### src/hdl/cts_thermal_regs.svh
// Register bit positions, masks and reset values of the thermal block
`ifndef CTS_THERMAL_REGS_SVH
`define CTS_THERMAL_REGS_SVH

// Thermal status register
`define CTS_ST_HOT        0
`define CTS_ST_HOT_LOG    1
`define CTS_ST_EXT        2
`define CTS_ST_EXT_LOG    3
`define CTS_ST_CRIT       4
`define CTS_ST_CRIT_LOG   5
`define CTS_ST_THR1       6
`define CTS_ST_THR1_LOG   7
`define CTS_ST_THR2       8
`define CTS_ST_THR2_LOG   9
`define CTS_ST_PLIM       10
`define CTS_ST_PLIM_LOG   11
`define CTS_ST_RDOUT_LSB  16
`define CTS_ST_RDOUT_MSB  22
`define CTS_ST_RES_LSB    27
`define CTS_ST_RES_MSB    30
`define CTS_ST_VALID      31

// Thermal interrupt control register
`define CTS_CTL_HI_EN     0
`define CTS_CTL_LO_EN     1
`define CTS_CTL_EXT_EN    2
`define CTS_CTL_FPR_EN    3
`define CTS_CTL_CRIT_EN   4
`define CTS_CTL_THR1_LSB  8
`define CTS_CTL_THR1_MSB  14
`define CTS_CTL_THR1_EN   15
`define CTS_CTL_THR2_LSB  16
`define CTS_CTL_THR2_MSB  22
`define CTS_CTL_THR2_EN   23
`define CTS_CTL_PLN_EN    24
`define CTS_CTL_WMASK     64'h0000_0000_01FF_FF1F
`define CTS_CTL_RESET     64'h0000_0000_0000_0000

// Sticky log group
`define CTS_LOG_N         6
`define CTS_LOG_RESET     6'h00
`define CTS_RES_DEFAULT   4'h1

`endif

### src/hdl/cts_pkg.sv
// Types shared by the thermal status and alert block
package cts_pkg;

  typedef struct packed {
    logic       hot;        // Internal hot-temperature detector
    logic       crit;       // Critical-temperature detector
    logic       ext_hot_n;  // External hot pin, low when asserted
    logic       fpr_n;      // force_power_reduction_pin, low when asserted
    logic       bidir_en;   // Bidirectional hot-pin feature enable
    logic       below_req;  // Core below requested perf state or duty
    logic       valid;      // Sensor readout valid
    logic [6:0] readout;    // Degrees below throttle_activation_point
  } cts_sensor_t;

  typedef struct packed {
    logic       status_wr;  // Write strobe, thermal status register
    logic       ctl_wr;     // Write strobe, interrupt control register
    logic [63:0] wdata;
  } cts_msr_wr_t;

  typedef struct packed {
    logic [5:0] log;
  } cts_log_state_t;

  typedef struct packed {
    logic at_or_above;
  } cts_thr_state_t;

  typedef struct packed {
    logic       hot;
    logic       ext;
    logic       crit;
    logic       plim;
    logic       valid;
    logic [6:0] readout;
    logic [63:0] ctl;
    logic       irq;
    logic       pnote;
    logic [7:0] cause;
    logic       ext_ack;    // Previous acknowledged external hot pin level
    logic       fpr;        // Previous force pin level
  } cts_main_state_t;

endpackage : cts_pkg

### src/hdl/cts_sticky_log.sv
// Sticky log bits: set by hardware, cleared by a write of zero
`timescale 1ns/100ps
`default_nettype none

module cts_sticky_log
  import cts_pkg::*;
#(
  parameter int N = 6
) (
  input  wire logic         sys_clk_i,
  input  wire logic         rst_i,
  input  wire logic [N-1:0] set_i,
  input  wire logic [N-1:0] clr_i,
  output logic      [N-1:0] log_o
);

  logic [N-1:0] st;
  logic [N-1:0] next_st;

  // Set beats a clear in the same cycle so no event is lost
  for (genvar k = 0; k < N; k++) begin : g_bit
    assign next_st[k] = set_i[k] | (st[k] & ~clr_i[k]);
  end

  always_ff @(posedge sys_clk_i or posedge rst_i) begin
    if (rst_i) begin
      st <= '0;
    end else begin
      st <= next_st;
    end
  end

  assign log_o = st;

endmodule : cts_sticky_log

`default_nettype wire

### src/hdl/cts_thr_cmp.sv
// One temperature threshold: compare and crossing detect
`timescale 1ns/100ps
`default_nettype none

module cts_thr_cmp
  import cts_pkg::*;
#(
  parameter int W = 7
) (
  input  wire logic         sys_clk_i,
  input  wire logic         rst_i,
  input  wire logic         valid_i,
  input  wire logic [W-1:0] readout_i,
  input  wire logic [W-1:0] thr_i,
  output logic              reached_o,
  output logic              at_or_above_o,
  output logic              cross_o
);

  cts_thr_state_t st;
  cts_thr_state_t next_st;

  // Lower readout is hotter, so reaching means readout <= threshold
  always_comb begin
    next_st             = st;
    next_st.at_or_above = valid_i && (readout_i <= thr_i);
  end

  always_ff @(posedge sys_clk_i or posedge rst_i) begin
    if (rst_i) begin
      st <= '0;
    end else begin
      st <= next_st;
    end
  end

  assign reached_o     = next_st.at_or_above;
  assign at_or_above_o = st.at_or_above;
  // Either direction counts as a crossing
  assign cross_o       = next_st.at_or_above ^ st.at_or_above;

endmodule : cts_thr_cmp

`default_nettype wire

### src/hdl/cts_core_thermal.sv
// Per-core thermal status, sticky logs and thermal interrupt requests
//
// Functional notes
// - Status bit 0 follows the internal hot detector; writes ignored.
// - Log bit 1 records any hot detector assertion until cleared.
// - Bit 2 is high while the force pin or, with bidir, the external hot pin is asserted.
// - Log bit 3 records external pin assertions; hot pin needs bidir.
// - Bit 4 follows the critical-temperature detector output.
// - Log bit 5 records any critical detector assertion.
// - Bit 6 is high while temperature is at or above threshold one.
// - Log bit 7 records that threshold one was reached.
// - Bit 8 is high while temperature is at or above threshold two.
// - Log bit 9 records that threshold two was reached.
// - Bit 10 is high while core runs below requested perf or duty.
// - Log bit 11 records any drop below requested perf or duty.
// - Bits 22:16 report degrees below the throttle activation point.
// - Bits 30:27 report sensor resolution in whole degrees.
// - Bit 31 is high only while the readout holds a valid value.
// - Enable bits 0 and 1 request irq on hot rise and fall.
// - Enable bit 2 for external hot pin with bidir, bit 3 force pin.
// - Enable bit 4 requests irq on critical detector assertion.
// - Threshold one in bits 14:8; bit 15 enables crossing irq.
// - Threshold two in bits 22:16; bit 23 enables crossing irq.
// - Enable bit 24 raises power notification on perf drop.
`include "cts_thermal_regs.svh"
`timescale 1ns/100ps
`default_nettype none

module cts_core_thermal
  import cts_pkg::*;
#(
  parameter logic [3:0] RES_DEG = `CTS_RES_DEFAULT
) (
  input  wire logic         sys_clk_i,
  input  wire logic         rst_i,
  input  wire cts_sensor_t  sensor_i,
  input  wire cts_msr_wr_t  msr_wr_i,
  output logic      [63:0]  therm_status_o,
  output logic      [63:0]  therm_irq_ctl_o,
  output logic              thermal_irq_o,
  output logic              power_note_o,
  output logic      [7:0]   irq_cause_o
);

  cts_main_state_t st;
  cts_main_state_t next_st;

  logic       hot_now;
  logic       ext_now;
  logic       ext_hot_ack;
  logic       fpr_now;
  logic       crit_now;
  logic       plim_now;
  logic       fpr_prev;
  logic       ext_hot_prev;
  logic [5:0] log_set;
  logic [5:0] log_clr;
  logic [5:0] log_q;
  logic       thr1_reached;
  logic       thr1_q;
  logic       thr1_cross;
  logic       thr2_reached;
  logic       thr2_q;
  logic       thr2_cross;
  logic [7:0] cause;

  // Pins are active low; the hot pin only counts with the bidir feature
  assign ext_hot_ack = ~sensor_i.ext_hot_n & sensor_i.bidir_en;
  assign fpr_now     = ~sensor_i.fpr_n;
  assign ext_now     = ext_hot_ack | fpr_now;
  assign hot_now     = sensor_i.hot;
  assign crit_now    = sensor_i.crit;
  assign plim_now    = sensor_i.below_req;

  cts_thr_cmp #(
    .W (7)
  ) u_thr1 (
    .sys_clk_i     (sys_clk_i),
    .rst_i         (rst_i),
    .valid_i       (sensor_i.valid),
    .readout_i     (sensor_i.readout),
    .thr_i         (st.ctl[`CTS_CTL_THR1_MSB:`CTS_CTL_THR1_LSB]),
    .reached_o     (thr1_reached),
    .at_or_above_o (thr1_q),
    .cross_o       (thr1_cross)
  );

  cts_thr_cmp #(
    .W (7)
  ) u_thr2 (
    .sys_clk_i     (sys_clk_i),
    .rst_i         (rst_i),
    .valid_i       (sensor_i.valid),
    .readout_i     (sensor_i.readout),
    .thr_i         (st.ctl[`CTS_CTL_THR2_MSB:`CTS_CTL_THR2_LSB]),
    .reached_o     (thr2_reached),
    .at_or_above_o (thr2_q),
    .cross_o       (thr2_cross)
  );

  // Log order: hot, external, critical, thr1, thr2, power limit
  assign log_set = {plim_now, thr2_reached, thr1_reached,
                    crit_now, ext_now, hot_now};

  // Only a written zero clears; a written one leaves the log alone
  assign log_clr = {6{msr_wr_i.status_wr}} &
                   ~{msr_wr_i.wdata[`CTS_ST_PLIM_LOG],
                     msr_wr_i.wdata[`CTS_ST_THR2_LOG],
                     msr_wr_i.wdata[`CTS_ST_THR1_LOG],
                     msr_wr_i.wdata[`CTS_ST_CRIT_LOG],
                     msr_wr_i.wdata[`CTS_ST_EXT_LOG],
                     msr_wr_i.wdata[`CTS_ST_HOT_LOG]};

  cts_sticky_log #(
    .N (`CTS_LOG_N)
  ) u_logs (
    .sys_clk_i (sys_clk_i),
    .rst_i     (rst_i),
    .set_i     (log_set),
    .clr_i     (log_clr),
    .log_o     (log_q)
  );

  // Each pin keeps its own previous level so one cannot mask the other
  assign ext_hot_prev = st.ext_ack;
  assign fpr_prev     = st.fpr;

  // Interrupt causes, each gated by its own enable
  always_comb begin
    cause    = 8'h00;
    cause[0] = hot_now & ~st.hot & st.ctl[`CTS_CTL_HI_EN];
    cause[1] = ~hot_now & st.hot & st.ctl[`CTS_CTL_LO_EN];
    cause[2] = ext_hot_ack & ~ext_hot_prev &
               st.ctl[`CTS_CTL_EXT_EN];
    cause[3] = fpr_now & ~fpr_prev & st.ctl[`CTS_CTL_FPR_EN];
    cause[4] = crit_now & ~st.crit & st.ctl[`CTS_CTL_CRIT_EN];
    cause[5] = thr1_cross & st.ctl[`CTS_CTL_THR1_EN];
    cause[6] = thr2_cross & st.ctl[`CTS_CTL_THR2_EN];
    cause[7] = plim_now & ~st.plim & st.ctl[`CTS_CTL_PLN_EN];
  end

  always_comb begin
    next_st         = st;
    next_st.hot     = hot_now;
    next_st.ext     = ext_now;
    next_st.crit    = crit_now;
    next_st.plim    = plim_now;
    next_st.valid   = sensor_i.valid;
    next_st.ext_ack = ext_hot_ack;
    next_st.fpr     = fpr_now;
    // Readout only refreshed while valid, stale value kept otherwise
    if (sensor_i.valid) begin
      next_st.readout = sensor_i.readout;
    end
    // Unimplemented control bits stay zero
    if (msr_wr_i.ctl_wr) begin
      next_st.ctl = msr_wr_i.wdata & `CTS_CTL_WMASK;
    end
    next_st.cause = cause;
    next_st.irq   = |cause;
    next_st.pnote = cause[7];
  end

  always_ff @(posedge sys_clk_i or posedge rst_i) begin
    if (rst_i) begin
      st     <= '0;
      st.ctl <= `CTS_CTL_RESET;
    end else begin
      st <= next_st;
    end
  end

  // Status word is pure wiring of flip-flops and the RES_DEG field; reserved bits read zero
  always_comb begin
    therm_status_o                     = 64'h0;
    therm_status_o[`CTS_ST_HOT]        = st.hot;
    therm_status_o[`CTS_ST_HOT_LOG]    = log_q[0];
    therm_status_o[`CTS_ST_EXT]        = st.ext;
    therm_status_o[`CTS_ST_EXT_LOG]    = log_q[1];
    therm_status_o[`CTS_ST_CRIT]       = st.crit;
    therm_status_o[`CTS_ST_CRIT_LOG]   = log_q[2];
    therm_status_o[`CTS_ST_THR1]       = thr1_q;
    therm_status_o[`CTS_ST_THR1_LOG]   = log_q[3];
    therm_status_o[`CTS_ST_THR2]       = thr2_q;
    therm_status_o[`CTS_ST_THR2_LOG]   = log_q[4];
    therm_status_o[`CTS_ST_PLIM]       = st.plim;
    therm_status_o[`CTS_ST_PLIM_LOG]   = log_q[5];
    therm_status_o[`CTS_ST_RDOUT_MSB:`CTS_ST_RDOUT_LSB] = st.readout;
    therm_status_o[`CTS_ST_RES_MSB:`CTS_ST_RES_LSB] = RES_DEG;
    therm_status_o[`CTS_ST_VALID]      = st.valid;
  end

  assign therm_irq_ctl_o = st.ctl;
  assign thermal_irq_o   = st.irq;
  assign power_note_o    = st.pnote;
  assign irq_cause_o     = st.cause;

endmodule : cts_core_thermal

`default_nettype wire

### config.mk
export PLATFORM = sky130hd
export DESIGN_NAME = cts_core_thermal
export DESIGN_NICKNAME = d
export VERILOG_FILES = /design/src/hdl/cts_pkg.sv /design/src/hdl/cts_sticky_log.sv /design/src/hdl/cts_thr_cmp.sv /design/src/hdl/cts_core_thermal.sv
export VERILOG_INCLUDE_DIRS = /design/src /design/src/hdl
export SDC_FILE = /design/constraint.sdc
export NUM_CORES = 1
export LEC_CHECK = 0
export ABC_AREA = 1
export BUFFER_PORTS_ARGS = -buffer_cell sky130_fd_sc_hd__buf_2
export CORE_ASPECT_RATIO = 0.5
export CORE_UTILIZATION = 41
export DETAILED_ROUTE_END_ITERATION = 6
export HOLD_SLACK_MARGIN = 0.15
export PLACE_DENSITY = 0.82
export REMOVE_ABC_BUFFERS = 1
export SYNTH_ARGS = -nofsm -noshare
export SYNTH_HDL_FRONTEND = slang
export SYNTH_SLANG_ARGS = --single-unit
### constraint.sdc
create_clock -name sys_clk_i -period 2.1 [get_ports sys_clk_i]
set_clock_uncertainty 0.1 [all_clocks]
set_input_delay 0.105 -clock sys_clk_i [delete_from_list [all_inputs] [get_ports sys_clk_i]]
set_output_delay 0.105 -clock sys_clk_i [all_outputs]
set_load 0.01 [all_outputs]
# After elaboration in Yosys (flattened, before gate mapping)
# Cells that the tools add are included.
# word_totals
in_bits	82
wordCells	66
register_bits	54
out_inout_bits	138
# op_classes
reduce_logical	3
bitwise_logic	46
n_lt_le_gt_ge	2
# ops
cell	count
bitwise AND 1 bit	21
less-or-equal comparator 7 bit	2
NOT 1 bit	14
OR reduction 8 bit	1
bitwise OR 1 bit	7
bitwise AND 6 bit	1
NOT 6 bit	1
logical AND 1 bit	2
XOR 1 bit	2

# Depth between registers and ports, before layout
# Gate-level depths: netlist of run 1.
# depth
word_depth	5
ltp_mapped	13
depth_no_buf	13

# Cells and area by module
# Synthesis of run 1 repeated with hierarchy kept, for this count alone.
# unflattened
cells_unflattened	326
area_unflattened_um2	3144.3
# by_module_without_submodules
module	seq_area_each_um2	n_inst	area_per_inst_um2	cells_per_inst
cts_core_thermal	1126.1	1	2394.8	213
cts_thr_cmp	25.0	2	252.7	41
cts_sticky_log	150.1	1	244.0	31

# Least setup slack after synthesis of run 1
# No wires, ideal clock.
# synth_path
path_kind	register -> register
from	reg st (netlist bit therm_irq_ctl_o[14])
to	reg st (netlist bit thermal_irq_o)
t_arrival_ns	1.306
t_required_ns	1.874
stages_incl_launch_ff	11
synth_period_minus_slack_ns	1.531
setup_ns	0.126
path_buffers	0
path_slack_ns	0.569
path_cell_list	dfrtp_1 > inv_1 > ha_1 > nand2_2 > inv_1 > a21oi_1 > nand2_1 > nand2_1 > nand3_1 > nand3_2 > nand3_2
# synth_rtl
item	line	rtl
start: declaration	cts_core_thermal.sv:45	cts_main_state_t st;
start signal: assignment	cts_core_thermal.sv:169	st <= next_st;

==> impl_metrics.ini, run 1 <==
[clock_network]
cts-root-buf = clkbuf_16
htree_levels = 2
cts.sinks = 53
clk_latency_ns = 0.29
clk_pin_slew_ns = 0.06
cts_tree = yes
cts_setup_buffers = 0
ctsResizeCount = 0
cts_inserted_buffers = 5
holdBufCountCts = 39
cts_max_path_buffers = 2

[power]
leakagePower_nw = 2.10
intPower_w = 0.00190
powerDensity_nw_per_um2 = 717
switching_power_w = 0.000768
power_frac_comb = 0.228
vdd_drop_max_mv = 0.339
sw_frac_of_total = 0.288
total_power_w = 0.00267
p_seq_frac = 0.434
pwr-share-clk = 0.337

[timing]
max_freq_mhz = 523
fin_hold_ws_ns = 0.160
hold_viol_final = 0
setup_viol = 0
rsz0062_at_grt = false
drv_slew = 0
period_share = 0.910
setup_ws_ns = 0.189
tns_ns = 0
min_period_ns = 1.91

[setup_path]
critPathArrivalTime_ns = 1.98
crit_chain = dlygate4sd3_1, buf_2, ha_1, a21o_1, nor2_1, nand2_1, nand2_1, nand3_1, nand3_2, nand3_2
cpMaxStageDelayCell = dlygate4sd3_1
worstSetupPathType = in2reg
cp-start-kind = input port
r2r_end = thermal_irq_o
crit_end = thermal_irq_o
worst-r2r-setup-slack_ns = 0.30
crit_start = sensor_i[6]
rr_worst_depth = 10
end_kind = flop
cp.required_ns = 2.17
slowest_delay_ns = 0.54
path_max_fanout = 3
reg2reg_from = therm_irq_ctl_o[21]

[drt]
viasPerCell = 4.41
routed_wirelength_um = 7260
wl_per_cell_um = 13.5
drt_iter0_drc = 160
drc = 0
firstDrtPassIters = 5
drtAntennaViolNets = 0
vias = 2377

[die]
die_w_um = 122
rows = 21
initial_utilization = 0.433
ios = 220
fp.dieH_um = 61.9
core_area_um2 = 6810
dieArea_um2 = 7550

[placed_design]
dp_hpwl_um = 4390
io_buffers = 93
gp_congestion = 0.775
dp_slack_ns = 0.470

[yosys]
yosys.area_share.simple = 0.108
synthAdderAreaFrac = 0.0594
yosys_warnings = 0
synth_edf_count = 0
synth_mux_area_frac = 0.0420
synth_compound_area_frac = 0.0501
yosysUniqueCellTypes = 20
synth_top_family_by_area = buffers and inverters
syn_inst = 315
synth_seq_cells = 53
syn_area_um2 = 2950
avgSynthCellArea_um2 = 9.35
synth_xor_area_frac = 0
synth-async-reset-ratio = 1.00
synth-main-ff-cell = dfrtp_1
seq_area_frac_synth = 0.450

[global_routing]
grt_pass1_vias = 2271
antenna_found_initial = 0
grt_pass1_wl_um = 11000
grt_max_degree = 26
grt_overflow = 0
grt_use_total = 0.194

[layout]
final_core_util = 0.546
drive_gt1_frac = 0.277
antenna_cells = 0
fin_nets = 543
area_growth_pct = 26.2

[flow_run]
drv_cap = 0

[status]
status = completed

[hold_path]
hold_class = in2reg
[placed cells by master (no fill, tap or decap)]
cell / netlist / layout
bufinv_16: 0 / 1
mux2_2: 11 / 11
ha_1: 14 / 14
clkbuf_16: 0 / 5
clkinv_2: 0 / 1
inv_1: 40 / 39
inv_2: 0 / 1
a21oi_1: 5 / 5
nor3_1: 5 / 5
nand3_2: 3 / 3
nand2_1: 45 / 45
nand3_1: 5 / 5
a21o_1: 1 / 1
nor2_1: 7 / 7
dfrtp_1: 53 / 53
buf_4: 89 / 3
nand2_2: 4 / 4
conb_1: 2 / 86
nor2_2: 2 / 2
dlygate4sd3_1: 0 / 39
buf_2: 2 / 93
o21ai_0: 23 / 23
nand4_1: 1 / 1
[metal layers]
layer,part of all wire,vias up,GRT usage
met3,0.073,28,0.0338
met5,0,-,0
met2,0.53,147,0.374
met4,0.039,0,0.113
li1,-,1061,-
met1,0.36,1141,0.211
[sequential cells by signal, indices dropped and copies added, names as in the netlist]
signal	count
u_logs.log_o	6
u_thr1.at_or_above_o	1
thermal_irq_o	1
ext_hot_prev	1
u_thr2.at_or_above_o	1
irq_cause_o	8
therm_irq_ctl_o	22
fpr_prev	1
therm_status_o	12
[cell type report]
type | instances | area [um^2]
inverters | 40 | 150
flip-flops and latches | 53 | 1330
clock buffers | 5 | 125
well taps | 92 | 115
multi-input cells | 212 | 1090
repair buffers | 135 | 878
clock inverters | 2 | 35.0
fillers | 531 | 3090
[through the flow]
stage	cells	instance area, um^2
2_1_floorplan	305	2560
3_3_place_gp	493	3170
3_5_place_dp	493	3170
4_1_cts	539	3720
5_1_grt	539	3720
6_report	539	3720
[synthesized netlist by cell type, drive strengths merged (2+ instances only)]
| cell type | count | area share |
|---|---|---|
| buf | 92 | 0.23 |
| dfrtp | 53 | 0.45 |
| nand2 | 49 | 0.066 |
| inv | 40 | 0.051 |
| o21ai | 23 | 0.039 |
| ha | 14 | 0.059 |
| mux2 | 11 | 0.042 |
| nor2 | 9 | 0.013 |
| nand3 | 8 | 0.019 |
| a21oi | 5 | 0.0085 |
| nor3 | 5 | 0.0085 |
| clkbuf | 2 | 0.0025 |
| conb | 2 | 0.0025 |
[power groups by stage]
stage	logic (W)	registers, W	clock network, W
finish	0.000609	0.00116	0.000899
global route	0.000672	0.00117	0.000951
CTS	0.000574	0.00115	0.000902
detailed placement	0.000512	0.00117	0
global placement	0.000497	0.00117	0
floorplan	0.000255	0.00122	0
[cells by family (layout without fill, tap and decap cells)]
logic type               count (synthesis)  count (layout)
other                                    2              86
buffers and inverters                  134             182
AND/OR/NAND/NOR                         72              72
multiplexers                            11              11
AO/OA/AOI/OAI                           29              29
flip-flops                              53              53
adder cells (fa/ha/maj)                 14              14
[critical path, delay by kind of cell]
kind,cells,cell delay [ns]
and+or+nand+nor,6,0.70
adders and majority gates,1,0.32
AOI/OAI and AO/OA,1,0.16
buffers and inverters,2,0.69
[how the worst min path moves through the flow]
stage,start,end,slack [ns],cells after the start
detailed placement,rst_i,therm_irq_ctl_o[19],-0.06,2
floorplan,sensor_i[13],therm_status_o[0],0.04,0
CTS,msr_wr_i[65],u_logs.log_o[5],0.16,4
global placement,rst_i,therm_irq_ctl_o[19],-0.06,2
finish,msr_wr_i[65],u_logs.log_o[4],0.16,4
global route,msr_wr_i[65],u_logs.log_o[5],0.20,4
No activity file was read; power rests on OpenSTA's default activity.
==> run 2: changes to the inputs <==
--- a/config.mk
+++ b/config.mk
@@ -9,6 +9,7 @@
 export ABC_AREA = 1
 export BUFFER_PORTS_ARGS = -buffer_cell sky130_fd_sc_hd__buf_2
 export CORE_ASPECT_RATIO = 0.5
+export CORE_MARGIN = 2
 export CORE_UTILIZATION = 41
 export DETAILED_ROUTE_END_ITERATION = 6
 export HOLD_SLACK_MARGIN = 0.15
==> impl_metrics.ini, run 2 (synthesized netlist as in run 1, its figures left out) <==
[timing]
maxSlewHeadroom = 0.549
fin_hold_ws_ns = 0.204
hold_viol_final = 0
worstMarginPinSlew_ns = 0.676
max_freq_mhz = 466
period_share = 1.02
drv_slew = 0
setup_ws_ns = -0.0470
setup_viol = 1
min_period_ns = 2.15

[setup_path]
worst-r2r-setup-slack_ns = 0
slowest_delay_ns = 0.58
end_kind = flop
cp-start-kind = input port
crit_start = sensor_i[0]
critical-path-top-delay-family = buffers and inverters
path_max_fanout = 3
reg2reg_from = therm_irq_ctl_o[13]
cp.required_ns = 2.17
cp.depth = 13
crit_buf_inv = 5
r2r_end = u_logs.log_o[3]
crit_chain = dlygate4sd3_1, buf_2, inv_1, ha_2, inv_2, nand3_1, nand2_1, nand2_1, nand2_2, nand2_2, nand2_2, nand2_1, dlygate4sd3_1
rr_worst_depth = 10
crit_end = u_logs.log_o[3]
critPathArrivalTime_ns = 2.22
worstSetupPathType = in2reg
cpMaxStageDelayCell = dlygate4sd3_1

[die]
ios = 220
initial_utilization = 0.433
dieArea_um2 = 7920
rows = 21
core_area_um2 = 6810
die_w_um = 124
fp.dieH_um = 63.9

[power]
sw_frac_of_total = 0.318
leakagePower_nw = 2.11
p_seq_frac = 0.437
pwr-share-clk = 0.306
vdd_drop_max_mv = 0.374
switching_power_w = 0.000849
powerDensity_nw_per_um2 = 699
power_frac_comb = 0.257
intPower_w = 0.00182

[clock_network]
htree_levels = 2
clk_pin_slew_ns = 0.07
cts_inserted_buffers = 5
cts_max_path_buffers = 2
cts-root-buf = clkbuf_16
clk_latency_ns = 0.30
cts_tree = yes
cts.sinks = 53

[drt]
drc = 2
wl_per_cell_um = 16.6
drtAntennaViolNets = 0
viasPerCell = 4.68
vias = 2523
drt_iter0_drc = 221
firstDrtPassIters = 7
routed_wirelength_um = 8930

[global_routing]
grt_pass1_vias = 2426
grt_overflow = 0
grt_pass1_wl_um = 12300
grt_max_degree = 40
antenna_found_initial = 0
grt_use_total = 0.204

[layout]
area_growth_pct = 29.6
final_core_util = 0.561
finalNonFillerCells = 539
layout_common_cells = buf_2, conb_1, dfrtp_1, nand2_1, dlygate4sd3_1
drive_gt1_frac = 0.303
layout_commonest_cell = buf_2
largest_reg_flops = 22
fin_nets = 541
fin_area_um2 = 3820

[placed_design]
dp_hpwl_um = 4440
gp_congestion = 0.860
placed_area_um2 = 3160
io_buffers = 93
dp_cells = 492

[status]
violations = design-rule violations, negative setup slack
status = complete, but fails checks

[hold_path]
hold_class = in2reg
min_from = msr_wr_i[65]

[flow_run]
drv_cap = 0
==> run 2: cell type report <==
class	instances	area, um^2
fill	515	2990
clock inverter	2	15.0
inverter	40	150
multi-input combinational	212	1190
sequential	53	1330
antenna	1	2.50
tap	92	115
timing repair buffer	133	893
clock buffer	6	129
==> run 2: per-stage QoR <==
step           total power, W  worst slack [ns]  TNS [ns]
2_1_floorplan         0.00147             0.568         0
3_3_place_gp          0.00166             0.495         0
3_5_place_dp          0.00168             0.481         0
4_1_cts               0.00254            0.0326         0
5_1_grt               0.00277           -0.0842   -0.0842
6_report              0.00267           -0.0470   -0.0470
==> run 2: repair_timing <==
item                                   4_1_cts  5_1_grt
resized for setup                            0       20
buffers inserted                             0        2
setup endpoints to repair                    0        1
endpoints found under the hold margin      103        0
hold buffers                                42        0
==> run 2: layer usage <==
layer  GRT usage  wire (um)  vias up
li1            -          -     1065
met1       0.211       3090     1184
met2       0.379       4600      222
met3      0.0420        762       52
met4       0.121        482        0
met5           0          0        -
==> run 2: how the worst min path moves through the flow <==
stage / to / slack [ns] / depth (start not counted)
after CTS: u_logs.log_o[0] / 0.15 / 4
after floorplan: therm_status_o[0] / 0.04 / 0
after global routing: therm_status_o[22] / 0.22 / 2
after global placement: therm_irq_ctl_o[24] / -0.03 / 2
after detailed placement: irq_cause_o[7] / -0.03 / 2
final: u_logs.log_o[4] / 0.20 / 4
==> run 2: power by group through the flow <==
stage / combinational (W) / clock (W) / sequential (W)
final: 0.000686 / 0.000816 / 0.00117
after global routing: 0.000735 / 0.000858 / 0.00118
after CTS: 0.000579 / 0.000801 / 0.00116
after detailed placement: 0.000507 / 0 / 0.00117
after global placement: 0.000497 / 0 / 0.00117
after floorplan: 0.000255 / 0 / 0.00122
==> run 2: worst register-to-register path, stage by stage (launching register included) <==
cell	delay (ns)
dfrtp_1	0.40
inv_2	0.10
ha_4	0.21
nand2_2	0.10
inv_1	0.06
a21oi_2	0.18
nand2_2	0.08
nand2_2	0.09
nand2_2	0.07
nand2_1	0.08
dlygate4sd3_1	0.57
